File: src/include/lpass_pkg.sv
// Constants for the linear pixel array scan sequencer.
// Assumes a single 125 MHz system clock; the scan clock arrives as a pin.
package lpass_pkg;
	// ==========================================================
	// Array geometry
	localparam int PIXEL_COUNT     = 128;
	localparam int LEAD_DUMMIES    = 2;
	localparam int TRAIL_DUMMIES   = 2;
	localparam int OUTPUT_POSITIONS = LEAD_DUMMIES + PIXEL_COUNT + TRAIL_DUMMIES;
	localparam int PULSES_PER_SCAN = OUTPUT_POSITIONS + 1;
	localparam int RESET_PULSES    = 18;
	// ==========================================================
	// Data path
	localparam int SAMPLE_WIDTH    = 12;
	localparam int POS_WIDTH       = 8;
	localparam int FIFO_DEPTH      = 4;
	localparam logic [SAMPLE_WIDTH-1:0] SAMPLE_RESET = 12'h000;
	// ==========================================================
	// Scan sequencer states
	typedef enum logic [1:0] {
		LPASS_IDLE,
		LPASS_SHIFT,
		LPASS_REINIT
	} lpass_state_t;
endpackage : lpass_pkg

File: src/lpass_fifo.sv
// Small synchronous FIFO with valid/ready on both sides.
// Assumes both sides run on clk; depth must be a power of two.
`timescale 1ns/10ps
module lpass_fifo #(
	parameter int WIDTH = 20,
	parameter int DEPTH = 4
) (
	// Clock and reset
	input  wire logic             clk,
	input  wire logic             reset_n,
	// Fill side
	input  wire logic             in_valid,
	output logic                  in_ready,
	input  wire logic [WIDTH-1:0] in_data,
	// Drain side
	output logic                  out_valid,
	input  wire logic             out_ready,
	output logic      [WIDTH-1:0] out_data
);
	localparam int AW = $clog2(DEPTH);

	logic [WIDTH-1:0] mem [DEPTH];
	logic [AW:0]      wr_ptr;
	logic [AW:0]      rd_ptr;
	logic             push;
	logic             pop;

	assign in_ready  = (wr_ptr - rd_ptr) != (AW+1)'(DEPTH);
	assign out_valid = wr_ptr != rd_ptr;
	assign push      = in_valid && in_ready;
	assign pop       = out_valid && out_ready;
	assign out_data  = mem[rd_ptr[AW-1:0]];

	always_ff @(posedge clk) begin
		if (push) begin
			mem[wr_ptr[AW-1:0]] <= in_data;
		end
	end

	always_ff @(posedge clk or negedge reset_n) begin
		if (!reset_n) begin
			wr_ptr <= '0;
			rd_ptr <= '0;
		end else begin
			if (push) begin
				wr_ptr <= wr_ptr + 1'b1;
			end
			if (pop) begin
				rd_ptr <= rd_ptr + 1'b1;
			end
		end
	end
endmodule : lpass_fifo

File: src/lpass_sequencer.sv
// Scan sequencer for a 128-pixel linear array with a serial start input.
// Assumes the scan clock and start pins arrive asynchronously and are far
// slower than clk; the pixel level comes from an on-chip converter.
// Summary of operation
// - Start bit clocked in starts readout, one position per scan clock.
// - Output two dummies, 128 pixels, two dummies: 132 positions.
// - Integrators held in reset until 18 clocks after the start pulse.
// - Next start pulse ends integration for all pixels.
// - Output goes high impedance after the 132nd position.
// - Start disconnects all sampling capacitors and begins integrator reset.
`timescale 1ns/10ps
module lpass_sequencer
	import lpass_pkg::*;
#(
	parameter int NPIX  = PIXEL_COUNT,
	parameter int DEPTH = FIFO_DEPTH
) (
	// Clock and reset
	input  wire logic                    clk,
	input  wire logic                    reset_n,
	// Scan pins from the controller
	input  wire logic                    scan_start_pin,
	input  wire logic                    scan_clock_pin,
	// Pixel level from the analog front end
	input  wire logic [SAMPLE_WIDTH-1:0] pixel_level,
	// Analog output driver
	output logic      [SAMPLE_WIDTH-1:0] pixel_voltage_out,
	output logic                         pixel_voltage_out_oe,
	// Analog control
	output logic                         integrator_reset,
	output logic                         sample_hold,
	// Sample stream with position tag
	output logic                         stream_valid,
	input  wire logic                    stream_ready,
	output logic      [SAMPLE_WIDTH-1:0] stream_sample,
	output logic      [POS_WIDTH-1:0]    stream_position,
	output logic                         scan_valid
);
	// ==========================================================
	// Pin synchronisers
	logic [2:0]   start_sync;
	logic [2:0]   clk_sync;
	logic         start_level;
	logic         clk_level;
	logic         clk_prev;
	logic         clk_rise;

	always_ff @(posedge clk or negedge reset_n) begin
		if (!reset_n) begin
			start_sync <= 3'h0;
			clk_sync   <= 3'h0;
		end else begin
			start_sync <= {start_sync[1:0], scan_start_pin};
			clk_sync   <= {clk_sync[1:0], scan_clock_pin};
		end
	end

	// A level counts only once the second and third stages agree.
	always_ff @(posedge clk or negedge reset_n) begin
		if (!reset_n) begin
			start_level <= 1'b0;
			clk_level   <= 1'b0;
			clk_prev    <= 1'b0;
		end else begin
			if (start_sync[1] == start_sync[2]) begin
				start_level <= start_sync[2];
			end
			if (clk_sync[1] == clk_sync[2]) begin
				clk_level <= clk_sync[2];
			end
			clk_prev <= clk_level;
		end
	end

	assign clk_rise = clk_level && !clk_prev;

	// ==========================================================
	// Shift sequencing
	lpass_state_t state;
	logic [POS_WIDTH-1:0] position;
	logic                 start_taken;
	logic                 primed;
	logic                 fifo_ready;

	// The start level is sampled together with the delayed edge, so both see
	// the same settling; the controller keeps it stable across the edge.
	// start clocked in
	assign start_taken = clk_rise && start_level;

	always_ff @(posedge clk or negedge reset_n) begin
		if (!reset_n) begin
			state    <= LPASS_IDLE;
			position <= '0;
		end else begin
			case (state)
				LPASS_IDLE: begin
					if (clk_rise && start_level) begin
						state    <= LPASS_SHIFT;
						position <= 8'h01;
					end
				end
				LPASS_SHIFT: begin
					if (clk_rise && position == POS_WIDTH'(LEAD_DUMMIES + NPIX + TRAIL_DUMMIES)) begin
						state    <= LPASS_REINIT;
						position <= '0;
					end else if (clk_rise) begin
						position <= position + 8'h01;
					end
				end
				LPASS_REINIT: begin
					// last pulse reinitialises
					// Pulse 133 itself did the reinit, so no further scan clock is
					// awaited; waiting for one would swallow the next start.
					state <= LPASS_IDLE;
				end
				default: begin
					state    <= LPASS_IDLE;
					position <= '0;
				end
			endcase
		end
	end

	// Output holds the current position's level; released after the last one.
	always_ff @(posedge clk or negedge reset_n) begin
		if (!reset_n) begin
			pixel_voltage_out    <= SAMPLE_RESET;
			pixel_voltage_out_oe <= 1'b0;
		end else begin
			pixel_voltage_out_oe <= (state == LPASS_SHIFT);
			if (state == LPASS_SHIFT) begin
				pixel_voltage_out <= pixel_level;
			end
		end
	end

	// ==========================================================
	// Integration timing
	logic [4:0] reset_count;

	always_ff @(posedge clk or negedge reset_n) begin
		if (!reset_n) begin
			integrator_reset <= 1'b1;
			sample_hold      <= 1'b0;
			reset_count      <= '0;
		end else if (start_taken && state == LPASS_IDLE) begin
			sample_hold      <= 1'b1;
			integrator_reset <= 1'b1;
			reset_count      <= '0;
		end else if (clk_rise && integrator_reset && sample_hold) begin
			if (reset_count == 5'(RESET_PULSES - 1)) begin
				integrator_reset <= 1'b0;
			end
			reset_count <= reset_count + 5'h01;
		end
	end
	// next start ends integration: the branch above re-asserts the hold.

	// Once one full scan has run, the next start gives valid data.
	always_ff @(posedge clk or negedge reset_n) begin
		if (!reset_n) begin
			primed     <= 1'b0;
			scan_valid <= 1'b0;
		end else begin
			if (state == LPASS_REINIT) begin
				primed <= 1'b1;
			end
			if (clk_rise && state == LPASS_IDLE && start_level) begin
				scan_valid <= primed;
			end
		end
	end

	// ==========================================================
	// Tagged sample stream
	logic                  push;
	logic [POS_WIDTH+SAMPLE_WIDTH-1:0] fifo_out;

	// A full FIFO drops the sample; at a 1 MHz scan clock the drain has
	// over a hundred cycles per sample, so this only flags a stuck consumer.
	// tag each position
	assign push = clk_rise && state == LPASS_SHIFT && fifo_ready;

	lpass_fifo #(
		.WIDTH (POS_WIDTH + SAMPLE_WIDTH),
		.DEPTH (DEPTH)
	) u_fifo (
		.clk       (clk),
		.reset_n   (reset_n),
		.in_valid  (push),
		.in_ready  (fifo_ready),
		.in_data   ({position, pixel_level}),
		.out_valid (stream_valid),
		.out_ready (stream_ready),
		.out_data  (fifo_out)
	);

	assign stream_position = fifo_out[POS_WIDTH+SAMPLE_WIDTH-1:SAMPLE_WIDTH];
	assign stream_sample   = fifo_out[SAMPLE_WIDTH-1:0];
endmodule : lpass_sequencer

File: config.mk
export PLATFORM = sky130hd
export DESIGN_NAME = lpass_sequencer
export DESIGN_NICKNAME = d
export VERILOG_FILES = /design/src/include/lpass_pkg.sv /design/src/lpass_fifo.sv /design/src/lpass_sequencer.sv
export SDC_FILE = /design/constraint.sdc
export NUM_CORES = 1
export LEC_CHECK = 0
export ABC_CLOCK_PERIOD_IN_PS = 2300
export BUFFER_PORTS_ARGS = -buffer_cell sky130_fd_sc_hd__buf_4
export CAP_MARGIN = 25
export CORE_MARGIN = 5
export CORE_UTILIZATION = 35
export DETAILED_ROUTE_END_ITERATION = 8
export GPL_TIMING_DRIVEN = 0
export PLACE_DENSITY = 0.61
export SLEW_MARGIN = 20
export SYNTH_ARGS = -nofsm -noshare
export SYNTH_HDL_FRONTEND = slang
export SYNTH_SLANG_ARGS = --single-unit
File: constraint.sdc
create_clock -name clk -period 2.3 [get_ports clk]
set_input_delay 0.345 -clock clk [delete_from_list [all_inputs] [get_ports clk]]
set_output_delay 0.345 -clock clk [all_outputs]
set_load 0.02 [all_outputs]
**Word level (Yosys, flattened, before mapping)**

Memories as Yosys holds them, arrays and structs flattened.
Index checks and enable logic that the tools add are counted.

- Register bits: 47
- Bits in writable memories: 80
- Bits of input ports: 17
- Output and inout port bits: 37
- Word-level logic and storage cells: 67
- Memories: 1

Memories:

| memory | depth | width | read ports | clocked after memory_dff | write ports | line | text |
|---|---|---|---|---|---|---|---|
| u_fifo.mem | 4 | 20 | 1 | 0 | 1 | lpass_fifo.sv:22 | `logic [WIDTH-1:0] mem [DEPTH];` |

- Add/subtract/negate cells: 5
- Eq/ne operators: 11
- Mux-type cells: 14
- Bitwise gates (word level): 1
- Reductions and logical operators: 19

Operators with widths:

| cell | count |
|---|---|
| $mux 8 | 3 |
| $pmux 8 s3 | 1 |
| $logic_and 1x1->1 | 12 |
| $mux 5 | 2 |
| $add 8x1->8 const B | 1 |
| $eq 8x8->1 const B | 1 |
| $add 3x1->3 const B | 2 |
| $ne 3x3->1 const B | 2 |
| $add 5x1->5 const B | 1 |
| $eq 5x5->1 const B | 1 |
| $mux 1 | 5 |
| $mux 2 | 2 |
| $ne 2x2->1 const B | 2 |
| $pmux 2 s2 | 1 |
| $reduce_and 2->1 | 2 |
| $reduce_bool 2->1 | 2 |
| $ne 3x3->1 | 1 |
| $reduce_and 3->1 | 1 |
| $sub 3x3->3 | 1 |
| $eq 1x1->1 | 2 |
| $eq 2x1->1 const B | 1 |
| $eq 2x2->1 const B | 1 |
| $logic_not 2->1 | 1 |
| $logic_not 1->1 | 1 |
| $not 1->1 | 1 |

**Longest topological paths before layout**

Gate-level depths: netlist of run 1.

- Depth after elaboration: 7
- Mapped depth: 7

**By module**

A second synthesis of run 1 with hierarchy kept.

- Cells, all modules: 274
- Area, all modules: 5012.3 µm²

Modules (own cells, without submodules):

| module | instances | cells each | area an instance (µm²) | sequential area each (µm²) |
|---|---|---|---|---|
| lpass_fifo | 1 | 140 | 3298.2 | 2552.4 |
| lpass_sequencer | 1 | 134 | 1714.1 | 1027.2 |

**Worst setup path after synthesis of run 1**

Ideal clock, no wire load.

- Kind: register to register
- Start: reg u_fifo.rd_ptr[1]
- End: mem u_fifo.mem[0][0] (enable)
- Setup time: 0.378 ns
- Arrival: 2.070 ns
- Required time: 1.922 ns
- Slack: -0.149 ns
- Stages on the path, launching flop included: 8
- Path buffers: 1
- Clock period less this slack: 2.449 ns
- Cell sequence: dfrtp_1 > buf_1 > inv_1 > ha_1 > nor2b_1 > xnor2_2 > a31oi_4 > and2_1

- Word-level cells in the longest chain between the ends: 6

RTL lines:

| element | line | text |
|---|---|---|
| start: declaration | lpass_fifo.sv:24 | `logic [AW:0] rd_ptr;` |
| start signal: assignment | lpass_fifo.sv:49 | `rd_ptr <= rd_ptr + 1'b1;` |
| $sub 3x3->3 * | lpass_fifo.sv:28 | `assign in_ready = (wr_ptr - rd_ptr) != (AW+1)'(DEPTH);` |
| $ne 3x3->1 * | lpass_fifo.sv:28 |  |
| $logic_and 1x1->1 | lpass_sequencer.sv:182 | `assign push = clk_rise && state == LPASS_SHIFT && fifo_ready;` |
| $logic_and 1x1->1 * | lpass_fifo.sv:30 | `assign push = in_valid && in_ready;` |
| $mux 1 * | lpass_fifo.sv:35 | `if (push) begin` |
| $mux 1 (not written as such) * | lpass_fifo.sv:36 | `mem[wr_ptr[AW-1:0]] <= in_data;` |
| end: declaration | lpass_fifo.sv:22 |  |

Every way passes the cells marked *; elsewhere a longest branch is shown, timed or not.

**Final worst setup path of run 1**

- Start: reg u_fifo.rd_ptr[1]
- End: out stream_valid

- Word-level cells in the longest chain between the ends: 1

RTL lines:

| element | line | text |
|---|---|---|
| $ne 3x3->1 | lpass_fifo.sv:29 | `assign out_valid = wr_ptr != rd_ptr;` |
| end: declaration | lpass_sequencer.sv:33 | `output logic stream_valid,` |

No other way between the ends.

==> run metrics, run 1 <==
RSZ-0062 raised after global routing=false; Pint=around 5.9 mW; routed wl met3=593 um; Synth cell types=44; combinational share of power=33.0%; met2 WL=~5000 um; Worst Tran Pin Value=646 ps; Yosys Warn Count=0; final setup fails=0; FFs w/ async S/R, synth=37.0%; maximum VDD drop=0.664 mV; num ports=54; clock sinks=approximately 130; status=complete, no violations; Antenna diodes=0; initial antenna violation count=0; Setup Crit Path Kind=flip-flop to output pin; Post-Syn Nets=328; WL/cell=between 15 and 20 um; total die area=0.0168 mm2; WP data required=1960 ps; site row count=43; Syn Std Cell Area=0.00501 mm2; Clk pwr share=30.1%; Sequential Power Share=a little under two fifths; die height=130 um; # H-tree levels=4; Final Power=~8.8 mW; Non-Filler Cell Area, Final=0.00638 mm2; sequential share of the synthesized area=about 71%; post-synthesis cell count=300; Iteration-0 DRC Markers=224; Root Driver=clkbuf_16; Top Metal Used=met4; Die Span X=130 um; Final Wtd Congestion=0.767; area grow syn2layout=27.1%; first-pass GRT wire length=approximately 16,000 um; Slew Limit Fails=0; CTS tree=yes; TritonCTS Buffers=17; DP HPWL=6030 um; via count=about 2,800; DR vias/cell=about 4.9; Worst EP arrival=1860 ps; number of buffers added on ports=53; share of cells above drive strength 1=a little over a third; flops & latches, synth=roughly 130; total congestion overflow=0; NetSw=2.86 mW; largest net degree at the start of global routing=48; WL final=10,300 um; sw frac=32.6%; max-cap violation count=0; Post-Route Utilization=45.6%; Fill cells=1,219; R2R setup slack=140 ps; Slew HR=56.9%; DR pass1 iterations=6; Avg Inst Size Synth=around 17 um2; starting density of the core=35.8%; EDFF count, synth=80; post-route DRC violation count=0; multi-input logic area=0.00144 mm2; fmax=~450 MHz; worst hold path class=input pin to flip-flop; Fin Clk Skew=8.29 ps; Worst setup SP type=flip-flop; final hold violations=0; Tmin final=roughly 2200 ps; core area=0.0140 mm2; crit end category=output pin; routed length on met1=4480 um; Placed Instance Area=0.00565 mm2; Routed Antenna Nets=0; worst-path fanout max=10; Leakage Power=2.52 nW; all-layer global routing usage=13.2%; hold slack=~40 ps; ys flop type=edfxtp_1; clk_lat worst skew=410 ps; pwr dens=1380 mW/mm2; final net count=410; area occupied by registers=between 0.003 and 0.004 mm2; CTS Buffer Depth=2; vias in the first global route=2,898; Worst-path clk slew=around 50 ps; period utilization=95.7%
==> what timing repair did <==
item,4_1_cts,5_1_grt
hold endpoints to repair,46,0
endpoints found under the setup margin,102,81
pin swaps,6,1
setup buffers,2,1
cloned,6,0
gates resized for setup,14,4
hold buffers,1,0
==> layer usage <==
metal / vias up / global-route usage [%]
met5: - / 0
met4: 0 / 5.62
met3: 20 / 3.93
met2: 83 / 20.2
met1: 1412 / 17.7
li1: 1293 / -
==> power by group through the flow <==
| stage | clock network (mW) | registers, mW | logic, mW |
|---|---|---|---|
| 6_report | 2.65 | 3.24 | 2.90 |
| 5_1_grt | 2.81 | 3.30 | 3.15 |
| 4_1_cts | 2.70 | 3.23 | 2.92 |
| 3_5_place_dp | 0 | 3.28 | 2.70 |
| 3_3_place_gp | 0 | 3.24 | 2.65 |
| 2_1_floorplan | 0 | 3.31 | 1.67 |
==> critical path: stages (launching register included) <==
cell and delay [ps]:
dfrtp_2 420, buf_6 180, inv_1 60, ha_2 420, nand3_1 150, buf_4 200
==> flip-flops by register name (all words and copies together) (netlist names), 2 cells and up <==
name               cells
u_fifo.wr_ptr          3
reset_count            5
state                  2
u_fifo.rd_ptr          3
pixel_voltage_out     12
position               8
clk_sync               3
u_fifo.mem            80
start_sync             3
==> layout by cell type, fill, tap and decap left out, types with 2 or more instances in the layout <==
cell type / count
edfxtp_1: 80
buf_4: 55
nand2_1: 48
dfrtp_1: 44
mux4_2: 20
clkbuf_16: 17
ha_1: 10
inv_1: 8
nand3_1: 8
nor2_1: 8
clkbuf_1: 6
and2_4: 6
a21oi_1: 6
nand4_1: 5
a21o_1: 4
xnor2_1: 4
xor2_1: 4
buf_6: 3
nor2b_1: 3
a31oi_4: 3
mux2i_1: 3
mux2_2: 3
clkinv_4: 3
bufinv_16: 3
clkinv_2: 3
xnor2_2: 2
buf_2: 2
or2_2: 2
maj3_1: 2
and2_2: 2
dfrtp_2: 2
==> worst paths after layout <==
kind | cells after the start | startpoint | endpoint
max | 5 | u_fifo.rd_ptr[1] | stream_valid
min | 1 | scan_clock_pin | clk_sync[0]
max reg2reg | 8 | u_fifo.rd_ptr[1] | u_fifo.mem[2][13]
min reg2reg | 0 | start_sync[0] | start_sync[1]
max in group asynchronous | 2 | reset_n | u_fifo.rd_ptr[1]
min in group asynchronous | 2 | reset_n | pixel_voltage_out[4]
==> cell families after synthesis <==
family / count (synthesis) / share of synthesized area, %
flops: 127 / 71.4
simple gates: 88 / 8.78
mux: 27 / 10.6
buf+inv: 18 / 1.45
compound gates: 17 / 2.64
fa+ha+maj: 13 / 3.14
xor+xnor: 10 / 2.05
==> synthesized netlist by cell type, types with 2 or more instances <==
master     n  area (um2)
mux2i_1    3        30.0
xnor2_2    2        32.5
mux2_2     3        33.8
xor2_1     4        35.0
nand4_1    5        31.3
clkbuf_1   4        15.0
a21oi_1    6        30.0
nand3_1    8        40.0
a31oi_2    2        25.0
or2_2      2        12.5
inv_1      8        30.0
and2_1     2        12.5
xnor2_1    4        35.0
mux4_2    20         450
dfrtp_1   46        1150
edfxtp_1  80        2400
ha_1      11         138
a21o_1     4        30.0
maj3_1     2        20.0
buf_2      4        20.0
nor2_1     8        30.0
nor2b_1    3        18.8
nand2_1   48         180
==> stage by stage <==
step | setup TNS, ps | std cells | setup WS [ps]
2_1_floorplan | 0 | 300 | 44.8
3_3_place_gp | -43590 | 533 | -561
3_5_place_dp | -46910 | 533 | -603
4_1_cts | 0 | 573 | 8.14
5_1_grt | 0 | 574 | 7.10
6_report | 0 | 574 | 99.3
==> area by class of cell <==
class / instances / area share (%)
clock inverter: 10 / 2.18
inverter: 9 / 0.530
multi-input combinational: 161 / 22.6
clock buffer: 21 / 7.06
buffer: 9 / 0.942
sequential: 127 / 56.2
timing repair buffer: 57 / 6.95
tap: 180 / 3.53
Note: power is estimated with default switching activity, not from simulation.
==> run 2, diff against run 1 <==
- ABC_AREA: default -> 1
- GPL_ROUTABILITY_DRIVEN: default -> 0
==> run 2 against run 1 <==
Global-route usage rose by 1.2 points; sequential power fell by 4%; clock skew rose by 0.92 ps; maximum frequency barely moved; hold slack got worse by 5.5 ps; via count rose by 27%; synthesized cell count rose by 55%; die area rose by 3.4%; power rose by 4.1%; sequential share of layout area fell by 2.7 points; setup slack got worse by 1.4 ps; critical path depth did not move; largest power group is now combinational logic.
==> run metrics, run 2 <==
status=complete, no violations; multi-input logic area=~0.0014 mm2; Sequential Power Share=between 30 and 40%; Routed Antenna Nets=0; clk_lat worst skew=410 ps; WL final=11,900 um; Fin Clk Skew=9.21 ps; CP top delay family=buffers and inverters; WHS Path Cells=1; hold path start=scan_clock_pin; Placed Instance Area=around 0.0059 mm2; count leader, synth=nand2_1; RSZ-0062 raised after global routing=true; period utilization=95.7%; site row count=44; crit end category=output pin; busiest grt layer=met2; # H-tree levels=4; most frequent cells in the layout=nand2_1, edfxtp_1, buf_4; crit-path max cell delay=460 ps; fmax=454 MHz; top post-synthesis cells by area=edfxtp_1, dfrtp_1, nand2_1; Antenna diodes=0; Buf/Inv on CP=3; via count=roughly 3,600; Worst EP arrival=~1900 ps; FF-to-FF path depth=9; area occupied by registers=0.00358 mm2; Post-Syn Nets=492; ys flop type=edfxtp_1; total die area=0.0174 mm2; reg-to-reg endpoint=u_fifo.mem[2][19]; Fill cells=1,329; CTS tree=yes; Worst setup SP type=flip-flop; hold endpoint=clk_sync[0]; die height=132 um; worst-path fanout max=10; Critical Path, Cell by Cell=inv_1 -> buf_2 -> nor2_1 -> o22ai_1 -> buf_4; setup TNS=0 ps; commonest non-fill, non-tap cell in the layout=nand2_1; Clk pwr share=31.0%; Worst Tran Pin Value=621 ps; total congestion overflow=0; all-layer global routing usage=14.4%; Pint=5.92 mW; area grow syn2layout=28.6%; reg2reg start=u_fifo.rd_ptr[1]; clock sinks=between 100 and 150; WP data required=between 1500 and 2000 ps; final net count=just under 600; Avg Inst Size Synth=11.2 um2; final setup fails=0; Iteration-0 DRC Markers=approximately 270; Yosys Warn Count=0; DR pass1 iterations=4; TritonCTS Buffers=17; Synth cell types=28; Non-Filler Cell Area, Final=0.00669 mm2; WL/cell=15.9 um; worst hold path class=input pin to flip-flop; post-route DRC violation count=0; Leakage Power=approximately 2.8 nW; met3 Use GR=5.34%; core area=0.0145 mm2; M1 GR Usage=18.1%; non-filler cells, final=748; Post-Route Utilization=46.0%; combinational share of power=34.9%; largest net degree at the start of global routing=48; Slew Limit Fails=0; sequential share of the synthesized area=68.8%; CTS Buffer Depth=2; R2R setup slack=around 170 ps; GR Util met2=between 20% and 30%; FFs w/ async S/R, synth=about 37%; maximum VDD drop=0.636 mV; number of buffers added on ports=53; Setup Crit Path Kind=flip-flop to output pin; num ports=54; Critical Path Slowest Stage Cell=dfrtp_1; first-pass GRT wire length=19,700 um; post-synth top area share=a little under half; max reg flops=80; NetSw=3.23 mW; flops & latches, synth=127; Worst-path clk slew=approximately 60 ps; max-cap violation count=0; Die Span X=132 um; share of cells above drive strength 1=23.0%; dpl cells=roughly 700; area leader, netlist=edfxtp_1; EDFF count, synth=80; Tmin final=2200 ps; initial antenna violation count=0; DR vias/cell=4.78; final hold violations=0; Synth top cells by count=nand2_1, edfxtp_1, nor2_1; vias in the first global route=3,777; Root Driver=clkbuf_16; pwr dens=1370 mW/mm2; Slew HR=about three fifths; starting density of the core=35.8%; post-synthesis cell count=464; Syn Std Cell Area=~0.0052 mm2; DP HPWL=approximately 7700 um; sw frac=35.3%
## run 2: changes by cell type after synthesis, moves of 4 or more
cell / before / now
nand2_1: 48 / 100
o21ai_0: 1 / 49
nor2_1: 8 / 53
inv_1: 8 / 37
mux4_2: 20 / 0
o22ai_1: 1 / 20
clkbuf_1: 4 / 10
nand3_1: 8 / 14
nand2_2: 0 / 5
a21o_1: 4 / 0
buf_4: 0 / 4
xnor2_1: 4 / 0
## run 2: timing repair
item / in CTS / in global routing
setup endpoints to repair: 90 / 76
gates resized for setup: 9 / 11
hold buffers: 1 / 0
cloned: 2 / 0
pin swaps: 6 / 2
setup buffers: 9 / 1
endpoints found under the hold margin: 46 / 0
## run 2: cells by family after synthesis
| kind of cell | share of synthesized area, % |
|---|---|
| and+or+nand+nor | 15.2 |
| DFF | 68.8 |
| AOI/OAI and AO/OA | 7.72 |
| buffers and inverters | 4.57 |
| adders and majority gates | 3.03 |
| xor gates and xnor gates | 0.673 |
## run 2: metal layers
layer,part of all wire (%),vias to the layer above
met3,5.6,14
met2,50,95
met5,0,-
li1,-,1753
met1,43,1711
met4,1.5,0
## run 2: layout make-up
| class | instances | share of cell area [%] |
|---|---|---|
| buffer | 18 | 1.50 |
| multi-input combinational | 281 | 21.6 |
| clock inverter | 13 | 2.90 |
| sequential | 127 | 53.5 |
| inverter | 40 | 2.25 |
| clock buffer | 19 | 6.47 |
| tap | 184 | 3.44 |
| timing repair buffer | 66 | 8.31 |
## run 2: worst max-delay path by stage
stage	startpoint	end	slack, ps	depth (start not counted)
floorplan	u_fifo.rd_ptr[1]	u_fifo.mem[0][0]	-320	8
global placement	u_fifo.rd_ptr[1]	u_fifo.mem[0][5]	-1410	8
detailed placement	u_fifo.rd_ptr[1]	u_fifo.mem[1][2]	-590	9
CTS	u_fifo.rd_ptr[1]	u_fifo.mem[0][15]	8	8
global route	u_fifo.rd_ptr[1]	stream_position[7]	-20	4
finish	u_fifo.rd_ptr[0]	stream_sample[10]	100	5
## run 2: metrics by stage
step	setup slack, ps	hold WS [ps]	power [mW]
after CTS	7.80	18.6	9.19
after global routing	-21.2	12.4	9.68
final	97.9	34.5	9.15
after global placement	-1410	334	6.12
after floorplan	-319	49.4	4.96
after detailed placement	-593	335	6.22
## run 2: power by group through the flow
stage | logic [mW] | clock network (mW) | registers (mW)
floorplan | 1.76 | 0 | 3.20
global placement | 2.97 | 0 | 3.15
detailed placement | 3.06 | 0 | 3.16
CTS | 3.20 | 2.87 | 3.12
global route | 3.51 | 3.00 | 3.17
finish | 3.20 | 2.84 | 3.12
